===== config.mk =====
export PLATFORM = sky130hd
export DESIGN_NAME = uirb_top
export DESIGN_NICKNAME = d
export VERILOG_FILES = /design/src/verilog/uirb_pkg.sv /design/src/verilog/uirb_top.sv
export VERILOG_INCLUDE_DIRS = /design/src /design/src/verilog
export SDC_FILE = /design/constraint.sdc
export NUM_CORES = 1
export LEC_CHECK = 0
export ABC_AREA = 0
export BUFFER_PORTS_ARGS = -buffer_cell sky130_fd_sc_hd__buf_4
export CAP_MARGIN = 20
export CORE_ASPECT_RATIO = 2
export CORE_UTILIZATION = 25
export DETAILED_ROUTE_END_ITERATION = 10
export PLACE_DENSITY = 0.45
export SLEW_MARGIN = 20
export SYNTH_ARGS = -nofsm -noshare
export SYNTH_HDL_FRONTEND = slang
export SYNTH_HIERARCHICAL = 1
export SYNTH_SLANG_ARGS = --single-unit
export TNS_END_PERCENT = 5

===== constraint.sdc =====
create_clock -name core_clk -period 76 [get_ports core_clk]
set_input_delay 22.8 -clock core_clk [delete_from_list [all_inputs] [get_ports core_clk]]
set_output_delay 22.8 -clock core_clk [all_outputs]
set_load 0.03 [all_outputs]

===== src/verilog/uirb_map.svh =====
// register indices, field positions, reset values and timing constants
`ifndef UIRB_MAP_SVH
`define UIRB_MAP_SVH
`define UIRB_IDX_MODE     8'h00
`define UIRB_IDX_FRAME    8'h01
`define UIRB_IDX_TRANSCEIVER_PIN_SETUP     8'h02
`define UIRB_IDX_SIP      8'h03
`define UIRB_IDX_MINRX    8'h04
`define UIRB_IDX_TRANSMIT_PULSE_WIDTH     8'h05
`define UIRB_IDX_FIFOCTL  8'h06
`define UIRB_IDX_STATUS   8'h07
`define UIRB_MODE_FIR     0
`define UIRB_MODE_SIR16   1
`define UIRB_MODE_BACK_TO_BACK_ENABLE    2
`define UIRB_MODE_RATE_LO 5
`define UIRB_MODE_RATE_HI 7
`define UIRB_MODE_PLL     8
`define UIRB_MODE_DTD     10
`define UIRB_MODE_DIR     11
`define UIRB_MODE_AUTO_PULSE_ENABLE   12
`define UIRB_MODE_SEND    13
`define UIRB_MODE_CHG     14
`define UIRB_MODE_RST     15
`define UIRB_TRANSCEIVER_PIN_SETUP_CFG     2
`define UIRB_TRANSCEIVER_PIN_SETUP_FAST    3
`define UIRB_TRANSCEIVER_PIN_SETUP_TRANSMIT_INVERT   10
`define UIRB_TRANSCEIVER_PIN_SETUP_RECEIVE_INVERT   11
`define UIRB_FIFO_CLR     15
`define UIRB_RST_MODE     16'h9524
`define UIRB_RST_FRAME    16'h0000
`define UIRB_RST_TRANSCEIVER_PIN_SETUP     12'h100
`define UIRB_RST_SIP      16'hAA4C
`define UIRB_RST_MINRX    16'h0000
`define UIRB_RST_TRANSMIT_PULSE_WIDTH     16'h0000
`define UIRB_RST_FIFOCTL  15'h400A
`define UIRB_RST_TRANSFER_ACTIVITY_STATUS     14'h000A
`define UIRB_CLK_HZ       20000000
`define UIRB_CLK_MHZ      20
`define UIRB_CLK_NS       50
`define UIRB_SIP_REF_MHZ  48
`define UIRB_SIR_PULSE_NS 1600
`define UIRB_SIR_FRAC_NUM 3
`define UIRB_SIR_FRAC_DEN 16
`define UIRB_SIR_PULSE_CYC ((`UIRB_SIR_PULSE_NS+`UIRB_CLK_NS-1)/`UIRB_CLK_NS)
`define UIRB_FIR_HZ       4000000
`define UIRB_TIMEOUT_MS   50
`define UIRB_TIMEOUT_CYC  (`UIRB_TIMEOUT_MS*1000*`UIRB_CLK_MHZ)
`define UIRB_DEF_START    6'h02
`define UIRB_DEF_GAP      6'h02
`define UIRB_DEF_MINRX    16'h0001
`define UIRB_FLAG_BYTE    8'h7E
`define UIRB_PKT_MAX      64
`endif


===== src/verilog/uirb_pkg.sv =====
// types shared by the bridge register set
`default_nettype none
package uirb_pkg;
	typedef struct packed {
		logic        valid;
		logic        write;
		logic [7:0]  index;
		logic [15:0] value;
	} uirb_req_t;
	typedef struct packed {
		logic        valid;
		logic [15:0] data;
	} uirb_rsp_t;
	typedef enum logic [3:0] {
		TX_IDLE  = 4'b0001,
		TX_START = 4'b0010,
		TX_SEND  = 4'b0100,
		TX_GAP   = 4'b1000
	} uirb_tx_t;
	typedef enum logic [2:0] {
		SIP_IDLE = 3'b001,
		SIP_HIGH = 3'b010,
		SIP_LOW  = 3'b100
	} uirb_sip_t;
endpackage
`default_nettype wire


===== src/verilog/uirb_top.sv =====
// register set, payload fifo and infrared data path of the bridge
// Functional notes
// - write request carries index and value, no data
// - read request returns one 16-bit register
// - bulk packets carry at most 64 bytes
// - mode bit 0 selects fast infrared
// - bit 1 picks 1.6us or 3/16 pulse
// - bit 2 drops packet gap, not SIR
// - bits 7:5 pick rate, reset one
// - bit 10 auto direction, else bit 11
// - bit 12 enables automatic interaction pulses
// - rising bit 13 sends one pulse
// - writing zero to bit 15 resets core
// - start flag count or default
// - packet gap setting or default
// - receive pin and configuration mode select
// - transmit and receive inversion
// - pulse high and low times
// - zero width registers use built-in widths
// - SIR receive idle abort, N x 50ms
// - fifo pointer clear, self clearing
// - transmit and receive activity status
`include "uirb_map.svh"
`timescale 1ns/10ps
`default_nettype none
module uirb_fifo #(
	parameter int WIDTH = 8,
	parameter int DEPTH = 4,
	localparam int AW = $clog2(DEPTH),
	localparam int CW = $clog2(DEPTH+1)
) (
	input  wire logic             core_clk,
	input  wire logic             rstn,
	input  wire logic             clear,
	input  wire logic             wValid,
	input  wire logic [WIDTH-1:0] wData,
	output logic                  wReady,
	output logic                  rValid,
	input  wire logic             rReady,
	output logic      [WIDTH-1:0] rData,
	output logic      [CW-1:0]    count
);
	logic [WIDTH-1:0] mem [DEPTH];
	logic [AW-1:0]    wrPtr;
	logic [AW-1:0]    rdPtr;
	logic             push;
	logic             pop;
	assign wReady = (count != CW'(DEPTH));
	assign rValid = (count != '0);
	assign rData = mem[rdPtr];
	assign push = wValid && wReady;
	assign pop = rValid && rReady;
	always_ff @(posedge core_clk) begin
		if (push)
			mem[wrPtr] <= wData;
	end
	always_ff @(posedge core_clk or negedge rstn) begin
		if (!rstn) begin
			wrPtr <= '0;
			rdPtr <= '0;
			count <= '0;
		end else if (clear) begin
			wrPtr <= '0;
			rdPtr <= '0;
			count <= '0;
		end else begin
			if (push)
				wrPtr <= (wrPtr == AW'(DEPTH-1)) ? '0 : wrPtr + 1'b1;
			if (pop)
				rdPtr <= (rdPtr == AW'(DEPTH-1)) ? '0 : rdPtr + 1'b1;
			count <= count + CW'(push) - CW'(pop);
		end
	end
endmodule // uirb_fifo

module uirb_top #(
	parameter int FIFO_DEPTH   = 4,
	parameter int TIMEOUT_TICK = `UIRB_TIMEOUT_CYC,
	localparam int CW = $clog2(FIFO_DEPTH+1)
) (
	input  wire logic            core_clk,
	input  wire logic            rstn,
	input  wire uirb_pkg::uirb_req_t ctlReq,
	output uirb_pkg::uirb_rsp_t  ctlRsp,
	input  wire logic            bulkOutValid,
	input  wire logic [7:0]      bulkOutData,
	output logic                 bulkOutReady,
	output logic                 bulkInValid,
	output logic      [7:0]      bulkInData,
	output logic                 bulkInLast,
	input  wire logic            bulkInReady,
	input  wire logic            fastReceiveInput,
	input  wire logic            slowReceiveInput,
	input  wire logic [3:0]      eepromLoadedBits,
	output logic                 irTxOut,
	output logic                 configModeOut,
	output logic      [11:0]     xcvrSetupOut,
	output logic                 pllSleepEnable
);
	import uirb_pkg::*;
	logic [15:0] mode, frame, sipTime, minRx, transmit_pulse_width;
	logic [14:0] fifoCtl;
	logic [11:0] transceiver_pin_setup;
	logic [13:0] resvBits;
	logic [3:0]  eeBits;
	logic        coreRst, fifoClr, sipReq, sipAuto;
	logic        txWay, next_txWay, rxActive, wayChangeAllowed;
	uirb_tx_t    txState;
	uirb_sip_t   sipState;
	logic [15:0] bitCnt, sipCnt, rxCnt, highRun;
	logic [5:0]  bitIdx, flagsLeft;
	logic [9:0]  txShift;
	logic [3:0]  rxIdx;
	logic [7:0]  rxShift, idleN;
	logic [31:0] tickCnt;
	logic        rxBusy, rxSeen, rxPush, txLevel;
	logic [6:0]  pktCnt;
	logic        fWValid, fWReady, fRValid, fRReady, txPop, bulkLoad;
	logic [7:0]  fWData, fRData;
	logic [CW-1:0] fCount;
	logic [CW:0] nextCount;

	function automatic logic hit(input uirb_req_t r, input logic [7:0] idx);
		return r.valid && r.write && (r.index == idx);
	endfunction
	function automatic logic [15:0] rate_cycles(input logic fir,
	                                            input logic [2:0] rate);
		int hz;
		hz = `UIRB_FIR_HZ;
		if (!fir) begin
			case (rate)
				3'h0: hz = 2400;
				3'h1: hz = 9600;
				3'h2: hz = 19200;
				3'h3: hz = 38400;
				3'h4: hz = 57600;
				3'h5: hz = 115200;
				3'h6: hz = 576000;
				default: hz = 1152000;
			endcase
		end
		return 16'(`UIRB_CLK_HZ / hz);
	endfunction
	function automatic logic [15:0] sip_cycles(input logic [8:0] n);
		logic [31:0] c;
		c = (32'(n) * `UIRB_CLK_MHZ) / `UIRB_SIP_REF_MHZ;
		return (c == 0) ? 16'h0001 : c[15:0];
	endfunction

	wire        firMode = mode[`UIRB_MODE_FIR];
	wire [2:0]  rate = mode[`UIRB_MODE_RATE_HI:`UIRB_MODE_RATE_LO];
	wire        sirMode = !firMode && !rate[2] | (!firMode && rate == 3'h4)
	                      | (!firMode && rate == 3'h5);
	wire [15:0] bitCyc = rate_cycles(firMode, rate);
	wire [15:0] fracW = 16'((32'(bitCyc) * `UIRB_SIR_FRAC_NUM)
	                    / `UIRB_SIR_FRAC_DEN);
	wire [15:0] pulseW = (transmit_pulse_width != '0) ? transmit_pulse_width
	                     : mode[`UIRB_MODE_SIR16] ? 16'(`UIRB_SIR_PULSE_CYC)
	                     : ((fracW == '0) ? 16'h0001 : fracW);
	wire [5:0]  startCnt = frame[7] ? frame[5:0] : `UIRB_DEF_START;
	wire [5:0]  gapCnt = frame[15] ? frame[13:8] : `UIRB_DEF_GAP;
	wire        backToBack = mode[`UIRB_MODE_BACK_TO_BACK_ENABLE] && !sirMode;
	wire [15:0] minW = (minRx != '0) ? minRx : `UIRB_DEF_MINRX;
	wire        rxLine = (transceiver_pin_setup[`UIRB_TRANSCEIVER_PIN_SETUP_FAST] ? fastReceiveInput
	                      : slowReceiveInput) ^ transceiver_pin_setup[`UIRB_TRANSCEIVER_PIN_SETUP_RECEIVE_INVERT];
	wire        pulseHit = rxLine && (highRun == minW - 16'h0001);
	wire        bitEnd = (bitCnt == bitCyc - 16'h0001);
	wire        charEnd = bitEnd && (bitIdx == 6'h09);
	wire        txActive = (txState != TX_IDLE);
	wire        sipBusy = (sipState != SIP_IDLE);

	// register writes; the request's setup stage carries index and value
	always_ff @(posedge core_clk or negedge rstn) begin
		if (!rstn) begin
			mode <= `UIRB_RST_MODE;
			frame <= `UIRB_RST_FRAME;
			transceiver_pin_setup <= `UIRB_RST_TRANSCEIVER_PIN_SETUP;
			sipTime <= `UIRB_RST_SIP;
			minRx <= `UIRB_RST_MINRX;
			transmit_pulse_width <= `UIRB_RST_TRANSMIT_PULSE_WIDTH;
			fifoCtl <= `UIRB_RST_FIFOCTL;
			resvBits <= `UIRB_RST_TRANSFER_ACTIVITY_STATUS;
		end else begin
			if (hit(ctlReq, `UIRB_IDX_MODE))
				mode <= ctlReq.value;
			if (hit(ctlReq, `UIRB_IDX_FRAME))
				frame <= ctlReq.value;
			if (hit(ctlReq, `UIRB_IDX_TRANSCEIVER_PIN_SETUP))
				transceiver_pin_setup <= ctlReq.value[11:0];
			if (hit(ctlReq, `UIRB_IDX_SIP))
				sipTime <= ctlReq.value;
			if (hit(ctlReq, `UIRB_IDX_MINRX))
				minRx <= ctlReq.value;
			if (hit(ctlReq, `UIRB_IDX_TRANSMIT_PULSE_WIDTH))
				transmit_pulse_width <= ctlReq.value;
			if (hit(ctlReq, `UIRB_IDX_FIFOCTL))
				fifoCtl <= ctlReq.value[14:0];
			if (hit(ctlReq, `UIRB_IDX_STATUS))
				resvBits <= ctlReq.value[15:2];
		end
	end

	// one-cycle command pulses decoded from writes
	always_ff @(posedge core_clk or negedge rstn) begin
		if (!rstn) begin
			coreRst <= 1'b0;
			fifoClr <= 1'b0;
			sipReq <= 1'b0;
		end else begin
			coreRst <= hit(ctlReq, `UIRB_IDX_MODE)
			           && !ctlReq.value[`UIRB_MODE_RST];
			fifoClr <= hit(ctlReq, `UIRB_IDX_FIFOCTL)
			           && ctlReq.value[`UIRB_FIFO_CLR];
			sipReq <= hit(ctlReq, `UIRB_IDX_MODE)
			          && ctlReq.value[`UIRB_MODE_SEND]
			          && !mode[`UIRB_MODE_SEND];
		end
	end

	// read answers one cycle after the request; writes answer with zero
	always_ff @(posedge core_clk or negedge rstn) begin
		if (!rstn) begin
			ctlRsp <= '0;
		end else begin
			ctlRsp.valid <= ctlReq.valid;
			ctlRsp.data <= '0;
			if (ctlReq.valid && !ctlReq.write) begin
				case (ctlReq.index)
					`UIRB_IDX_MODE:
						ctlRsp.data <= {1'b1, wayChangeAllowed, mode[13:0]};
					`UIRB_IDX_FRAME: ctlRsp.data <= frame;
					`UIRB_IDX_TRANSCEIVER_PIN_SETUP: ctlRsp.data <= {eeBits, transceiver_pin_setup};
					`UIRB_IDX_SIP: ctlRsp.data <= sipTime;
					`UIRB_IDX_MINRX: ctlRsp.data <= minRx;
					`UIRB_IDX_TRANSMIT_PULSE_WIDTH: ctlRsp.data <= transmit_pulse_width;
					`UIRB_IDX_FIFOCTL: ctlRsp.data <= {1'b0, fifoCtl};
					`UIRB_IDX_STATUS:
						ctlRsp.data <= {resvBits, rxActive, txActive};
					default: ctlRsp.data <= '0;
				endcase
			end
		end
	end

	// direction: hardware picks it, or software through the direction bit
	always_comb begin
		next_txWay = mode[`UIRB_MODE_DIR];
		if (mode[`UIRB_MODE_DTD]) begin
			next_txWay = txWay;
			if (bulkOutValid && !rxActive)
				next_txWay = 1'b1;
			else if (!txActive && fCount == '0 && !bulkOutValid)
				next_txWay = 1'b0;
		end
	end
	assign fWValid = txWay ? (bulkOutValid && bulkOutReady) : rxPush;
	assign fWData = txWay ? bulkOutData : rxShift;
	assign bulkLoad = !txWay && fRValid && (!bulkInValid || bulkInReady);
	assign fRReady = txPop || bulkLoad;
	assign nextCount = (CW+1)'(fCount) + (CW+1)'(fWValid && fWReady)
	                   - (CW+1)'(fRReady && fRValid);
	assign txPop = txWay && fRValid && !sipBusy
	               && ((txState == TX_IDLE && (sirMode || startCnt == '0))
	               || (txState == TX_START && charEnd && flagsLeft == '0)
	               || (txState == TX_SEND && charEnd));

	always_ff @(posedge core_clk or negedge rstn) begin
		if (!rstn) begin
			txWay <= 1'b0;
			bulkOutReady <= 1'b0;
			wayChangeAllowed <= 1'b1;
		end else begin
			txWay <= next_txWay;
			bulkOutReady <= next_txWay && !coreRst && !fifoClr
			                && (nextCount < (CW+1)'(FIFO_DEPTH));
			wayChangeAllowed <= !txActive && !rxActive && fCount == '0
			                    && !bulkInValid;
		end
	end

	uirb_fifo #(
		.WIDTH (8),
		.DEPTH (FIFO_DEPTH)
	) u_fifo (
		.core_clk (core_clk),
		.rstn     (rstn),
		.clear    (fifoClr || coreRst),
		.wValid   (fWValid),
		.wData    (fWData),
		.wReady   (fWReady),
		.rValid   (fRValid),
		.rReady   (fRReady),
		.rData    (fRData),
		.count    (fCount)
	);

	// bulk-in stage; a packet ends at 64 bytes or when the fifo runs dry
	always_ff @(posedge core_clk or negedge rstn) begin
		if (!rstn) begin
			bulkInValid <= 1'b0;
			bulkInData <= '0;
			bulkInLast <= 1'b0;
			pktCnt <= '0;
		end else if (coreRst || fifoClr) begin
			bulkInValid <= 1'b0;
			bulkInLast <= 1'b0;
			pktCnt <= '0;
		end else if (bulkLoad) begin
			bulkInValid <= 1'b1;
			bulkInData <= fRData;
			bulkInLast <= (pktCnt == 7'(`UIRB_PKT_MAX - 1))
			              || (fCount == CW'(1) && !fWValid);
			pktCnt <= (bulkInLast && bulkInValid) ? 7'h01 : pktCnt + 7'h01;
		end else if (bulkInReady) begin
			bulkInValid <= 1'b0;
			if (bulkInLast)
				pktCnt <= '0;
		end
	end

	// transmitter: start flags, characters, then the packet gap
	always_ff @(posedge core_clk or negedge rstn) begin
		if (!rstn) begin
			txState <= TX_IDLE;
			txShift <= '1;
			bitCnt <= '0;
			bitIdx <= '0;
			flagsLeft <= '0;
			sipAuto <= 1'b0;
		end else if (coreRst) begin
			txState <= TX_IDLE;
			bitCnt <= '0;
			bitIdx <= '0;
			sipAuto <= 1'b0;
		end else begin
			sipAuto <= 1'b0;
			bitCnt <= bitEnd ? '0 : bitCnt + 16'h0001;
			if (bitEnd)
				bitIdx <= bitIdx + 6'h01;
			if (txState != TX_IDLE && bitEnd)
				txShift <= {1'b1, txShift[9:1]};
			case (txState)
				TX_IDLE: begin
					bitCnt <= '0;
					bitIdx <= '0;
					if (txPop) begin
						txShift <= {1'b1, fRData, 1'b0};
						txState <= TX_SEND;
					end else if (txWay && fRValid && !sipBusy) begin
						txShift <= {1'b1, `UIRB_FLAG_BYTE, 1'b0};
						flagsLeft <= startCnt - 6'h01;
						txState <= TX_START;
					end
				end
				TX_START, TX_SEND: begin
					if (charEnd) begin
						bitIdx <= '0;
						if (txState == TX_START && flagsLeft != '0) begin
							txShift <= {1'b1, `UIRB_FLAG_BYTE, 1'b0};
							flagsLeft <= flagsLeft - 6'h01;
						end else if (txPop) begin
							txShift <= {1'b1, fRData, 1'b0};
							txState <= TX_SEND;
						end else begin
							sipAuto <= 1'b1;
							txState <= backToBack ? TX_IDLE : TX_GAP;
						end
					end
				end
				TX_GAP: begin
					if (bitIdx >= gapCnt)
						txState <= TX_IDLE;
				end
				default: txState <= TX_IDLE;
			endcase
		end
	end
	always_comb begin
		txLevel = 1'b0;
		if (txState == TX_START || txState == TX_SEND)
			txLevel = !txShift[0] && (!sirMode || bitCnt < pulseW);
	end

	// interaction pulse: high time then enforced low time
	always_ff @(posedge core_clk or negedge rstn) begin
		if (!rstn) begin
			sipState <= SIP_IDLE;
			sipCnt <= '0;
		end else if (coreRst) begin
			sipState <= SIP_IDLE;
			sipCnt <= '0;
		end else begin
			sipCnt <= sipCnt + 16'h0001;
			case (sipState)
				SIP_IDLE: begin
					sipCnt <= '0;
					if (sipReq || (sipAuto && mode[`UIRB_MODE_AUTO_PULSE_ENABLE]))
						sipState <= SIP_HIGH;
				end
				SIP_HIGH: begin
					if (sipCnt == sip_cycles({2'b00, sipTime[6:0]}) - 16'h0001) begin
						sipCnt <= '0;
						sipState <= SIP_LOW;
					end
				end
				SIP_LOW: begin
					if (sipCnt == sip_cycles(sipTime[15:7]) - 16'h0001)
						sipState <= SIP_IDLE;
				end
				default: sipState <= SIP_IDLE;
			endcase
		end
	end

	// receiver: a qualified pulse inside a bit period marks a zero
	always_ff @(posedge core_clk or negedge rstn) begin
		if (!rstn) begin
			highRun <= '0;
			rxBusy <= 1'b0;
			rxSeen <= 1'b0;
			rxCnt <= '0;
			rxIdx <= '0;
			rxShift <= '0;
			rxPush <= 1'b0;
		end else if (coreRst) begin
			highRun <= '0;
			rxBusy <= 1'b0;
			rxPush <= 1'b0;
		end else begin
			rxPush <= 1'b0;
			highRun <= rxLine ? ((highRun == 16'hFFFF) ? highRun
			           : highRun + 16'h0001) : '0;
			if (!rxBusy) begin
				if (pulseHit && !txWay) begin
					rxBusy <= 1'b1;
					// start half a bit in, so each window is centred on
					// the pulse that opens its bit
					rxCnt <= bitCyc >> 1;
					rxIdx <= '0;
					rxSeen <= 1'b0;
				end
			end else if (rxCnt == bitCyc - 16'h0001) begin
				rxCnt <= '0;
				rxSeen <= 1'b0;
				rxIdx <= rxIdx + 4'h1;
				if (rxIdx != '0 && rxIdx < 4'h9)
					rxShift <= {!(rxSeen || pulseHit), rxShift[7:1]};
				if (rxIdx == 4'h9) begin
					rxBusy <= 1'b0;
					rxPush <= 1'b1;
				end
			end else begin
				rxCnt <= rxCnt + 16'h0001;
				rxSeen <= rxSeen || pulseHit;
			end
		end
	end

	// activity flag and the SIR idle abort
	always_ff @(posedge core_clk or negedge rstn) begin
		if (!rstn) begin
			rxActive <= 1'b0;
			tickCnt <= '0;
			idleN <= '0;
		end else if (coreRst || txWay) begin
			rxActive <= 1'b0;
			tickCnt <= '0;
			idleN <= '0;
		end else if (pulseHit) begin
			rxActive <= 1'b1;
			tickCnt <= '0;
			idleN <= '0;
		end else if (rxActive && !rxBusy) begin
			if (!sirMode) begin
				rxActive <= 1'b0;
			end else if (tickCnt == 32'(TIMEOUT_TICK - 1)) begin
				tickCnt <= '0;
				idleN <= idleN + 8'h01;
				if (idleN + 8'h01 >= fifoCtl[7:0])
					rxActive <= 1'b0;
			end else begin
				tickCnt <= tickCnt + 32'h0000_0001;
			end
		end
	end

	// pin and strap outputs
	always_ff @(posedge core_clk or negedge rstn) begin
		if (!rstn) begin
			irTxOut <= 1'b0;
			configModeOut <= 1'b0;
			xcvrSetupOut <= `UIRB_RST_TRANSCEIVER_PIN_SETUP;
			pllSleepEnable <= 1'b1;
		end else begin
			irTxOut <= (txLevel || sipState == SIP_HIGH)
			           ^ transceiver_pin_setup[`UIRB_TRANSCEIVER_PIN_SETUP_TRANSMIT_INVERT];
			configModeOut <= transceiver_pin_setup[`UIRB_TRANSCEIVER_PIN_SETUP_CFG];
			xcvrSetupOut <= transceiver_pin_setup;
			pllSleepEnable <= mode[`UIRB_MODE_PLL];
		end
	end
	always_ff @(posedge core_clk) begin
		eeBits <= eepromLoadedBits;
	end
endmodule // uirb_top
`default_nettype wire


==> results.ini, run 1 <==
[worst_setup_path]
worstSetupEndpointType=register
path_class=reg -> reg
regToRegSetupSlack_ns=6.44
crit_fanout=27
cp-start-kind=register
rr_endpoint=u_fifo/count[2]$_DFF_PN0_
crit_top_cell=o21ai_0
regToRegStartpoint=mode[5]$_DFFE_PN1P_
worst_ep_required_time_ns=76.54
worstPathArrival_ns=70.10
reg2reg_depth=317
crit_slowest_cell=dfstp_2
max_stage_delay_ns=0.88

[routing]
wire_per_inst_um=23.0
drt-initial-drc-count=1866
viasPerCell=5.42
met2WireLength_um=86000
drt-met1-wl_um=49900
wl_met3_um=3870
drtPass1Iterations=8
vias=36000
wirelength_um=153000
routed.top_layer=met4
drc=0
final_antenna_net_count=0

[placement]
io_buffers=86
place_area_um2=41100
globalplace.congestion=0.971
hpwl_um=121000

[power]
power.leakage_uw=0.0182
p_per_area_nw_per_um2=17.6
combPwrFrac_pct=44.4
pwr-share-clk_pct=24.4
worst_ir_drop_vdd_v=0.0000167
p_int_uw=432
switching_share_pct=41.7
switchingPower_uw=308
pwr-share-seq_pct=31.2

[yosys]
synth_edf_count=32
synth_top_area_share_pct=19.5
ys_seq_elements=366
synth_area_leader_cell=dfrtp_1
yosys.cell_types.count=135
async_reset_ff_share_pct=90.2
synth-warning-count=6
syn-instance-count=4648
netlist_area_um2=38100
synth_ff_type=dfrtp_1
avgSynthCellArea_um2=8.19
synthTopCellsByArea=dfrtp_1, ha_1, xnor2_1
yosysSeqAreaShare_pct=24.5

[floorplanning]
io_pins=87
num_rows=202
dieHeight_um=554
initial_core_util_pct=25.2
coreArea_um2=151000
die_area_um2=154000
die_w_um=278

[job]
maxCapViolations=0

[final_layout]
nNetsFinal=5086
fin_util_pct=27.9
final_area_um2=42200
drive_gt1_share_pct=11.0
fillCellCount=16400
syn_to_final_growth_pct=10.8

[min_path]
hold_start=mode[8]$_DFFE_PN1P_
hold_depth=0
hold_class=reg -> reg
hold_end=pllSleepEnable$_DFF_PN1_

[sta]
timing.final.hold_violations=0
finalSetupViolations=0
tightest_slew_ns=1.13
drv_slew=0
timing.fmax_mhz=14.4
period_share_pct=91.5
min_period_ns=69.56
fin_skew_ns=0.0282
fin_setup_tns_ns=0
slew_headroom_pct=24.8
rsz0062_at_grt=false

[clock_tree]
holdBufCountCts=0
clk_latency_ns=0.63
clkTransAtPathRegs_ns=0.07
cts_root_buf=clkbuf_16
clock_sinks=366
cts_tree=yes
cts_buffers=31
htreeDepth=1
clk_path_buf_depth=3

[grt]
antenna_found_initial=1
grt_pass1_vias=37100
grt_use_total_pct=19.4
grt_first_pass_wirelength_um=228000
overflow=0
grt_max_degree=130

[run_status]
status=complete, no violations

## metal layers
| metal | vias up | track usage (%) |
|---|---|---|
| met4 | 0 | 14.7 |
| met2 | 877 | 39.6 |
| li1 | 17100 | - |
| met1 | 17500 | 17.2 |
| met3 | 443 | 1.40 |
| met5 | - | 0 |
## cells by family (layout without fill, tap and decap cells)
| group | after synthesis | after routing | synth area share [%] |
|---|---|---|---|
| AND/OR/NAND/NOR | 1630 | 1631 | 21.2 |
| XOR/XNOR | 358 | 358 | 8.31 |
| flip-flops | 366 | 366 | 24.5 |
| AO/OA/AOI/OAI | 1369 | 1369 | 23.8 |
| other | 1 | 8 | 0.00986 |
| buffers and inverters | 345 | 390 | 3.57 |
| multiplexers | 212 | 212 | 6.45 |
| adder cells (fa/ha/maj) | 367 | 367 | 12.1 |
## per-stage QoR
| stage | hold slack (ns) | worst slack, ns | power (µW) | std cells |
|---|---|---|---|---|
| after floorplan | 0.359 | 14.54 | 452 | 4653 |
| after detailed placement | 0.414 | 5.58 | 559 | 6578 |
| after global placement | 0.414 | 7.06 | 557 | 6578 |
| after global routing | 0.421 | 0.180 | 784 | 6638 |
| after CTS | 0.428 | 5.38 | 744 | 6635 |
| final | 0.417 | 6.44 | 740 | 6639 |
## worst max path at each step
stage / slack [ns] / start / endpoint / depth (start not counted)
floorplan: 14.54 / mode[7]$_DFFE_PN0P_ / irTxOut$_DFF_PN0_ / 351
global placement: 7.06 / mode[5]$_DFFE_PN1P_ / u_fifo/count[2]$_DFF_PN0_ / 315
detailed placement: 5.58 / mode[5]$_DFFE_PN1P_ / u_fifo/count[2]$_DFF_PN0_ / 315
CTS: 5.38 / mode[5]$_DFFE_PN1P_ / u_fifo/count[2]$_DFF_PN0_ / 315
global route: 0.18 / mode[5]$_DFFE_PN1P_ / irTxOut$_DFF_PN0_ / 330
finish: 6.44 / mode[5]$_DFFE_PN1P_ / u_fifo/count[2]$_DFF_PN0_ / 317
## power groups by stage
stage / logic, µW / registers, µW / clock network (µW)
floorplan: 221 / 231 / 0
global placement: 322 / 235 / 0
detailed placement: 324 / 235 / 0
CTS: 325 / 231 / 187
global route: 359 / 233 / 192
finish: 329 / 231 / 181
## flip-flops by register name (all words and copies together) (netlist names), 6 cells and up
signal                 cells
sipCnt                    16
idleN                      8
u_fifo/mem                32
pktCnt                     7
transmit_pulse_width      16
xcvrSetupOut              12
resvBits                  14
bitIdx                     6
transceiver_pin_setup     12
ctlRsp                    17
bulkInData                 8
tickCnt                   32
minRx                     16
rxShift                    8
txShift                   10
rxCnt                     16
highRun                   16
sipTime                   16
fifoCtl                   15
mode                      14
flagsLeft                  6
frame                     16
bitCnt                    16
## critical path: cells and delay by family (launching register included)
family / cells / cell delay [ns]
AOI/OAI and AO/OA: 153 / 30.44
xor gates and xnor gates: 5 / 1.42
adders and majority gates: 25 / 7.61
buffers and inverters: 23 / 6.29
DFF: 1 / 0.88
muxes: 9 / 3.06
and+or+nand+nor: 102 / 19.55
## layout by cell type, fill, tap and decap left out, drive strengths merged, types with 50 or more instances in the layout
| cell type | instances |
|---|---|
| a211oi | 50 |
| a21o | 105 |
| a21oi | 361 |
| a22oi | 71 |
| and3 | 76 |
| buf | 150 |
| dfrtp | 297 |
| ha | 364 |
| inv | 179 |
| mux2 | 170 |
| nand2 | 414 |
| nand2b | 94 |
| nand3 | 154 |
| nor2 | 410 |
| nor2b | 60 |
| nor3 | 131 |
| o21a | 77 |
| o21ai | 321 |
| or3 | 52 |
| xnor2 | 214 |
| xor2 | 144 |
## area by class of cell
type | instances | area (µm²) | area share [%]
multi-input cells | 3943 | 27500 | 65.2
repair buffers | 151 | 1150 | 2.74
diodes | 2 | 5.00 | 0.0119
clock buffers | 40 | 810 | 1.92
well taps | 1938 | 2420 | 5.75
clock inverters | 17 | 255 | 0.605
flip-flops and latches | 366 | 9340 | 22.1
inverters | 182 | 691 | 1.64
## repair_timing
item                                    in CTS  in global routing
hold endpoints to repair                     0                  0
resized for setup                            0                  4
endpoints found under the setup margin       0                 30
setup buffers                                0                  0
## cells in the mapped netlist, drive strengths merged, types with 94 or more instances
library cell / instances
a21o: 105
a21oi: 361
clkbuf: 117
dfrtp: 297
ha: 364
inv: 178
mux2: 170
nand2: 414
nand2b: 94
nand3: 154
nor2: 409
nor3: 131
o21ai: 321
xnor2: 214
xor2: 144
(Power assumes the default switching activity.)
==> run 2: changes to the inputs <==
Settings changed: PLACE_DENSITY 0.45 to 0.46.
Clock period 76 ns to 56.2 ns, I/O delays scaled along.
==> results.ini, run 2 (synthesis gave the netlist of run 1 again) <==
[run_status]
status=complete, no violations

[placement]
place_area_um2=43200
io_buffers=86
globalplace.congestion=0.958
hpwl_um=126000
pre_cts_slack_ns=0.0778

[worst_setup_path]
critPathLaunch=mode[5]$_DFFE_PN1P_
regToRegSetupSlack_ns=3.09
crit_fanout=14
path_class=reg -> reg
cp_num_cells=315
endpoint=irTxOut$_DFF_PN0_
crit_top_cell=a21oi_2
max_stage_delay_ns=0.59
crit_family=compound AO/OA/AOI/OAI gates
rr_endpoint=irTxOut$_DFF_PN0_
critPathBufInv=34
cp-start-kind=register
crit_slowest_cell=dfstp_2
worstPathArrival_ns=53.59
reg2reg_depth=315
worstSetupEndpointType=register
regToRegStartpoint=mode[5]$_DFFE_PN1P_
worst_ep_required_time_ns=56.68

[final_layout]
top_regs=tickCnt x32, u_fifo/mem x32, ctlRsp x17
regArea_um2=9340
multi_input_area_um2=28400
drive_gt1_share_pct=19.9
nNetsFinal=5406
syn_to_final_growth_pct=20.0
layout_commonest_cell=buf_4
fillCellCount=16100
layout_common_cells=buf_4, nand2_1, nor2_1
final_area_um2=45700

[power]
switching_share_pct=41.8
switchingPower_uw=454
pwr-share-clk_pct=25.6
p_per_area_nw_per_um2=23.8
p_int_uw=631
pwr-share-seq_pct=28.7
worst_ir_drop_vdd_v=0.0000218
power.leakage_uw=0.0199
combPwrFrac_pct=45.7

[clock_tree]
cts_tree=yes
clock_sinks=366
cts_buffers=37
clk_path_buf_depth=3
htreeDepth=2
holdBufCountCts=0
clk_latency_ns=0.61
clkTransAtPathRegs_ns=0.07
cts_root_buf=clkbuf_16

[floorplanning]
dieHeight_um=554
io_pins=87
die_w_um=278
initial_core_util_pct=25.2
die_area_um2=154000
num_rows=202
coreArea_um2=151000

[routing]
drt-initial-drc-count=2085
vias=37300
drc=0
wirelength_um=160000
final_antenna_net_count=0
wire_per_inst_um=23.0
drtPass1Iterations=6
viasPerCell=5.36

[grt]
overflow=0
grt_max_degree=93
grt_pass1_vias=38400
grt_first_pass_wirelength_um=238000
grt_use_total_pct=20.3
antenna_found_initial=4

[sta]
tightest_slew_ns=1.21
drv_slew=0
slew_headroom_pct=19.3
timing.final.hold_violations=0
finalSetupViolations=0
min_period_ns=53.11
timing.fmax_mhz=18.8
fin_ws_ns=3.09
period_share_pct=94.5
fin_skew_ns=0.0239

[min_path]
hold_class=reg -> reg

[job]
maxCapViolations=0

-- run 2: cell count changes in the layout (fill, tap and decap cells not counted), moves of 23 or more --
cell     before  now
o21ai_0     301  251
a21oi_2       7   43
buf_4       148  453
o21ai_1      17   56
a21oi_1     354  314
ha_1        364  341
-- run 2: through the flow --
step | instances | power (µW) | TNS (ns) | util (%) | hold WS (ns)
floorplan | 4653 | 615 | 0 | - | 0.359
global placement | 6840 | 792 | 0 | 28.6 | 0.373
detailed placement | 6840 | 793 | 0 | 28.6 | 0.377
CTS | 6911 | 1080 | 0 | 29.5 | 0.382
global route | 6963 | 1150 | -0.294 | 30.2 | 0.382
finish | 6963 | 1090 | 0 | 30.2 | 0.384
-- run 2: worst reg2reg max path: cells and delay by family, from the launching register on --
kind                     cells  cell delay [ns]
AO/OA/AOI/OAI              155            25.76
XOR/XNOR                     3             0.51
adder cells (fa/ha/maj)     23             6.52
buffers and inverters       34             3.88
flip-flops                   1             0.59
multiplexers                10             2.99
AND/OR/NAND/NOR             90            12.78
-- run 2: metal layers --
metal,vias to the layer above,global-route usage [%],part of all wire [%]
li1,17800,-,-
met1,18200,19.4,35
met2,926,39.7,54
met3,468,1.76,2.8
met4,2,15.1,8.6
met5,-,0,0.0081
-- run 2: cell type report --
type	count	share of cell area, %
inverter	182	1.53
antenna	1	0.00548
timing repair buffer	465	7.76
sequential	366	20.5
multi-input combinational	3942	62.1
tap	1938	5.31
clock inverter	21	0.603
timing repair inverter	1	0.0110
clock buffer	47	2.22
-- run 2: repair_timing --
item | in CTS | in global routing
cloned | 0 | 2
setup buffers | 3 | 49
resized for setup | 2 | 207
endpoints found under the setup margin | 1 | 81
pin swaps | 2 | 74
-- run 2: how the worst min path moves through the flow --
stage / startpoint / to / slack, ns / depth (start not counted)
2_1_floorplan: transceiver_pin_setup[8]$_DFFE_PN1P_ / xcvrSetupOut[8]$_DFF_PN1_ / 0.36 / 0
3_3_place_gp: transceiver_pin_setup[8]$_DFFE_PN1P_ / xcvrSetupOut[8]$_DFF_PN1_ / 0.37 / 0
3_5_place_dp: transceiver_pin_setup[8]$_DFFE_PN1P_ / xcvrSetupOut[8]$_DFF_PN1_ / 0.38 / 0
4_1_cts: transceiver_pin_setup[8]$_DFFE_PN1P_ / xcvrSetupOut[8]$_DFF_PN1_ / 0.38 / 0
5_1_grt: transceiver_pin_setup[8]$_DFFE_PN1P_ / xcvrSetupOut[8]$_DFF_PN1_ / 0.38 / 0
6_report: transceiver_pin_setup[8]$_DFFE_PN1P_ / xcvrSetupOut[8]$_DFF_PN1_ / 0.38 / 0
-- run 2: power by group through the flow --
stage | sequential, µW | clock, µW | combinational (µW)
after CTS | 312 | 286 | 479
after global placement | 317 | 0 | 475
after global routing | 315 | 293 | 539
after floorplan | 313 | 0 | 302
after detailed placement | 317 | 0 | 477
final | 312 | 277 | 496
